`src/rtl/sobp_defines.vh`:
```
// Constants for the sensor output bit packer: object indices, entry counts,
// broadcast word field positions and unit counts.
// Assumes inclusion by bare name from the design files.
`ifndef SOBP_DEFINES_VH
`define SOBP_DEFINES_VH
`define SOBP_IDX_BYTES 16'h6000
`define SOBP_IDX_WORDS 16'h6100
`define SOBP_BYTE_COUNT 8'h08
`define SOBP_WORD_COUNT 8'h04
`define SOBP_UNITS 30
`define SOBP_VAL_LSB 0
`define SOBP_VAL_MSB 31
`define SOBP_SEL_LSB 32
`define SOBP_SEL_MSB 61
`define SOBP_SUB_COUNT 8'h00
`endif

```
`src/rtl/sobp_snapshot.v`:
```
// Snapshot register for the packed sensor output image.
// Assumes sensor outputs are synchronous to clk.
`timescale 1ns/1ps
`default_nettype none
module sobp_snapshot #(
  parameter W = 64
) (
  input wire clk, // System clock
  input wire rst_n, // Synchronous reset, active low
  input wire [W-1:0] d, // Image to capture
  output reg [W-1:0] q_r // Captured image
);
  // One register feeds both views so they never disagree
  always @(posedge clk)
  begin
    if (!rst_n)
      q_r <= {W{1'b0}};
    else
      q_r <= d;
  end
endmodule
`default_nettype wire

```
`src/rtl/sobp_unit_setting.v`:
```
// One sensor unit's setting register, loaded by the broadcast decoder.
// Assumes one write strobe per broadcast.
`timescale 1ns/1ps
`default_nettype none
module sobp_unit_setting (
  input wire clk, // System clock
  input wire rst_n, // Synchronous reset, active low
  input wire we, // Load strobe for this unit
  input wire [31:0] val, // Value to load
  output reg [31:0] q_r, // Stored setting
  output reg upd_r // One-cycle update pulse toward the sensor
);
  // Hold the value; pulse when it changes hands
  always @(posedge clk)
  begin
    if (!rst_n)
    begin
      q_r <= 32'h0000_0000;
      upd_r <= 1'b0;
    end
    else
    begin
      upd_r <= we;
      if (we)
        q_r <= val;
    end
  end
endmodule
`default_nettype wire

```
`src/rtl/sobp_packer.v`:
```
// Sensor output bit packer: byte and word input views plus broadcast
// multi-unit write decoding.
// Assumes the master reads objects by index/subindex and issues one
// broadcast write per bc_wr pulse; all inputs synchronous to clk.
`timescale 1ns/1ps
`default_nettype none
`include "sobp_defines.vh"
module sobp_packer #(
  parameter UNITS = `SOBP_UNITS
) (
  input wire clk, // System clock, 100 MHz
  input wire rst_n, // Synchronous reset, active low
  input wire [2*UNITS-1:0] sens_out, // Outputs 1,2 per unit, unit1 at bits 1:0
  input wire rd_en, // Object read request
  input wire [15:0] rd_index, // Object index
  input wire [7:0] rd_sub, // Object subindex
  output reg [15:0] rd_data_r, // Read data, low bits used for bytes
  output reg rd_ack_r, // Read answered (one cycle)
  output reg rd_err_r, // Read was to unmapped object or subindex
  input wire bc_wr, // Broadcast word write strobe
  input wire [63:0] bc_data, // Broadcast word
  output wire [32*UNITS-1:0] unit_setting, // Settings, unit1 in low word
  output wire [UNITS-1:0] unit_upd // Update pulses per unit
);
  wire [63:0] snap; // Packed snapshot
  wire [UNITS-1:0] sel; // Selection mask field
  wire [UNITS-1:0] eff_sel; // Mask after broadcast expansion
  wire [31:0] val; // Value field
  wire [UNITS-1:0] wr_unit; // Per-unit write strobes
  genvar g;

  // Image padded to 64 bits; bits above unit 30 read zero
  sobp_snapshot #(.W(64)) u_snap (
    .clk(clk),
    .rst_n(rst_n),
    .d({{(64-2*UNITS){1'b0}}, sens_out}),
    .q_r(snap)
  );

  // Top two bits are never looked at
  assign val = bc_data[`SOBP_VAL_MSB:`SOBP_VAL_LSB];
  assign sel = bc_data[`SOBP_SEL_LSB+UNITS-1:`SOBP_SEL_LSB];
  // Empty mask means everyone; full mask reaches everyone anyway
  assign eff_sel = (sel == {UNITS{1'b0}}) ? {UNITS{1'b1}} : sel;
  assign wr_unit = bc_wr ? eff_sel : {UNITS{1'b0}};

  // One setting register per unit
  generate
    for (g = 0; g < UNITS; g = g + 1)
    begin : g_unit
      sobp_unit_setting u_set (
        .clk(clk),
        .rst_n(rst_n),
        .we(wr_unit[g]),
        .val(val),
        .q_r(unit_setting[32*g+31:32*g]),
        .upd_r(unit_upd[g])
      );
    end
  endgenerate

  // Object read decoder; answer one cycle after request
  always @(posedge clk)
  begin
    if (!rst_n)
    begin
      rd_data_r <= 16'h0000;
      rd_ack_r <= 1'b0;
      rd_err_r <= 1'b0;
    end
    else
    begin
      rd_ack_r <= rd_en;
      rd_err_r <= 1'b0;
      rd_data_r <= 16'h0000;
      if (rd_en)
      begin
        if (rd_index == `SOBP_IDX_BYTES)
        begin
          if (rd_sub == `SOBP_SUB_COUNT)
            rd_data_r <= {8'h00, `SOBP_BYTE_COUNT};
          else if (rd_sub <= `SOBP_BYTE_COUNT)
            rd_data_r <= {8'h00, snap[8*(rd_sub-8'h01)+:8]};
          else
            rd_err_r <= 1'b1;
        end
        else if (rd_index == `SOBP_IDX_WORDS)
        begin
          if (rd_sub == `SOBP_SUB_COUNT)
            rd_data_r <= {8'h00, `SOBP_WORD_COUNT};
          else if (rd_sub <= `SOBP_WORD_COUNT)
            rd_data_r <= snap[16*(rd_sub-8'h01)+:16];
          else
            rd_err_r <= 1'b1;
        end
        else
          rd_err_r <= 1'b1;
      end
    end
  end
endmodule
`default_nettype wire

```
`config.mk`:
```
export PLATFORM = sky130hd
export DESIGN_NAME = sobp_packer
export DESIGN_NICKNAME = d
export VERILOG_FILES = /design/src/rtl/sobp_snapshot.v /design/src/rtl/sobp_unit_setting.v /design/src/rtl/sobp_packer.v
export VERILOG_INCLUDE_DIRS = /design/src /design/src/rtl
export SDC_FILE = /design/constraint.sdc
export NUM_CORES = 2
export LEC_CHECK = 0
export BUFFER_PORTS_ARGS = -buffer_cell sky130_fd_sc_hd__buf_4
export CAP_MARGIN = 0
export CORE_AREA = 4 4 456 458
export CTS_BUF_LIST = sky130_fd_sc_hd__clkbuf_4 sky130_fd_sc_hd__clkbuf_8 sky130_fd_sc_hd__clkbuf_16
export CTS_CLUSTER_SIZE = 25
export DETAILED_ROUTE_END_ITERATION = 7
export DIE_AREA = 0 0 460 462
export GPL_TIMING_DRIVEN = 1
export PLACE_DENSITY = 0.42
export SYNTH_ARGS = -nofsm -noshare
export SYNTH_HDL_FRONTEND = slang
export SYNTH_HIERARCHICAL = 1
export SYNTH_SLANG_ARGS = --single-unit
```
`constraint.sdc`:
```
create_clock -name clk -period 2.9 [get_ports clk]
set_clock_uncertainty 0.15 [all_clocks]
set_input_delay 0.145 -clock clk [delete_from_list [all_inputs] [get_ports clk]]
set_output_delay 0.145 -clock clk [all_outputs]
set_load 0.01 [all_outputs]
```
==> impl_metrics.yaml <==
outcome:
  status: "finished, final reports clean"
die:
  die_w_um: 460
  num_rows: 166
  dieArea_um2: 212500
  io_pins: 1160
  coreArea_um2: 204000
  start_util_pct: 20.50
  die_h_um: 462
routing:
  viasPerCell: 3.888
  drc: 0
  drt_iter0_drc: 1528
  firstDrtPassIters: 5
  wirelength_um: 180600
  postRouteAntennaNets: 0
  dr_total_vias: 29767
  avgRoutedWirePerCell_um: 23.59
synthesis:
  synth_area_leaders: "dfxtp_1 (51%), mux2i_1 (23%), nor2b_1 (14%)"
  yosysMostFrequentCell: "dfxtp_1"
  ys_async_sr_fraction_pct: 0
  yosysUniqueCellTypes: 40
  netlist_instances: 3457
  synth-seq-cells: 1072
  syn-cell-area_um2: 41810
  ys_dominant_reg_cell: "dfxtp_1"
  syn_area_per_cell_um2: 12.09
  ys_seq_area_share_pct: 51.33
  yosysTopAreaCell: "dfxtp_1"
  synth_common_cells: "dfxtp_1 (1072), mux2i_1 (968), nor2b_1 (960)"
  netlist.area_leader.share_pct: 51.33
  ys_warn_count: 6
  synth-edff-count: 0
place:
  place_congestion: 0.7545
  dpl.hpwl_um: 125300
  port-buffer-count: 1157
  place_ws_ns: 0.2819
clock_network:
  cts_buffers: 136
  cts.sink_count: 1072
  cts-root-buf: "clkbuf_16"
  cts_tree: "done"
  cts_setup_buffers: 0
  cts_buffer_depth: 3
  htreeDepth: 4
  clock_latency_ns: 0.77
  clkTransAtPathRegs_ns: 0.06
job:
  drv_cap: 0
global_routing:
  grtUsageMet2_pct: 27.46
  grt_use_met3_pct: 6.164
  use_met1_pct: 19.11
  grt_max_degree: 236
  grt_pass1_vias: 30521
  grt-ovfl-total: 0
  antenna_found_initial: 10
  grt-busiest-layer: "met2"
  grt_pass1_wl_um: 245400
  track_usage_pct: 16.27
sta:
  rsz0062_at_grt: "false"
  fin_setup_tns_ns: 0
  slew_headroom_pct: 19.88
  setup_viol: 0
  clock.fmax_mhz: 350.1
  worst_slack_ns: 0.04364
  fin_crit_sh_pct: 98.50
  holdWs_ns: 0.08036
  min_period_ns: 2.856
  maxSlewViolCount: 0
  final-hold-violation-count: 0
  tightestPinTransition_ns: 1.202
worst_setup_path:
  cp-start-kind: "input pin"
  setup.worst_path.end_class: "register"
  cp.arrival_ns: 3.39
  cp_max_fo: 4
  worstPathRequired_ns: 3.43
  worst-setup-path-type: "in2reg"
  r2r_setup_slack_ns: 0.77
power_and_ir_drop:
  leakage_nw: 24.59
  powerDensity_nw_per_um2: 632.6
  vdd_drop_max_mv: 0.5340
  finalPower_mw: 37.96
final_layout:
  layout.nets: 5019
  fillers: 21256
  layout-drive-gt1-share_pct: 32.86
  areaGrowthSynthToFinish_pct: 43.53
worst_hold_path:
  hold_path.class: "in2reg"
[final cells by class]
| cell class | count | area (µm²) | area share, % |
|---|---|---|---|
| sequential | 1072 | 21460 | 35.76 |
| timing repair buffer | 1502 | 12660 | 21.09 |
| inverter | 3 | 11.26 | 0.01876 |
| clock buffer | 199 | 4103 | 6.836 |
| clock inverter | 33 | 426.7 | 0.7109 |
| antenna | 8 | 20.02 | 0.03336 |
| multi-input combinational | 2151 | 17970 | 29.95 |
| tap | 2688 | 3363 | 5.604 |
[placed cells by master (no fill, tap or decap), types with 13 or more instances in the layout]
master	Yosys	routed
mux2i_1	968	968
dlygate4sd3_1	0	239
and2_2	64	64
mux4_2	31	31
clkbuf_16	0	140
nor2b_1	960	960
clkbuf_8	0	25
o21a_4	0	25
and2_1	38	38
clkbuf_4	0	34
buf_4	0	1200
buf_12	90	62
clkinv_2	0	13
dfxtp_1	1072	1072
[state kept, by name (all words and copies together) (netlist names)]
signal	flops
g_unit.u_set/q_r	960
u_snap/q_r	64
g_unit.u_set/upd_r	30
rd_data_r	16
rd_ack_r	1
rd_err_r	1
[logic make-up after synthesis]
group	after synthesis	share of synthesized area (%)
simple gates	1096	16.58
flops	1072	51.33
mux	1001	24.90
buf+inv	237	6.215
compound gates	48	0.8978
fa+ha+maj	1	0.02992
other cells	1	0.008969
xor+xnor	1	0.03891
[metrics by stage]
step | utilization (%) | instance area (µm²) | instances
after floorplan | - | 41820 | 3460
after global placement | 26.02 | 53060 | 7177
after detailed placement | 26.02 | 53060 | 7177
after CTS | 29.41 | 59990 | 7648
after global routing | 29.42 | 60010 | 7653
final | 29.42 | 60010 | 7656
[routing by layer]
metal	wire, µm	vias to the layer above
met2	86430	923
li1	-	14371
met4	5075	4
met1	74190	14241
met5	20	-
met3	14870	228
[critical path, stage by stage]
cell and delay, ns:
dlygate4sd3_1 0.54, buf_4 0.13, nor4_1 0.14, dlygate4sd3_1 0.57, nand2_1 0.09, or3_4 0.43
a311o_4 0.44, dlygate4sd3_1 0.69, o2bb2ai_1 0.21
[power by group]
group          switching, mW  internal [mW]
Combinational           2.61           2.40
Sequential             0.376           15.5
Clock                   6.91           10.2
[repair_timing]
| action | CTS | global route |
|---|---|---|
| endpoints found under the hold margin | 1067 | 0 |
| gates resized for setup | 0 | 1 |
| hold buffers | 239 | 0 |
| endpoints found under the setup margin | 0 | 1 |
[path summary, 6_finish.rpt]
kind,from,endpoint,cells past startpoint
setup / recovery,rd_index[3],rd_data_r[7]$_SDFF_PN0_,9
hold / removal,rd_sub[6],rd_data_r[10]$_SDFF_PP0_,7
setup reg to reg,u_snap/q_r[35]$_SDFF_PN0_,rd_data_r[3]$_SDFF_PN0_,4
hold reg to reg,g_unit[9].u_set/q_r[24]$_SDFFE_PN0P_,g_unit[9].u_set/q_r[24]$_SDFFE_PN0P_,2
No activity file was read; power rests on OpenSTA's default activity.
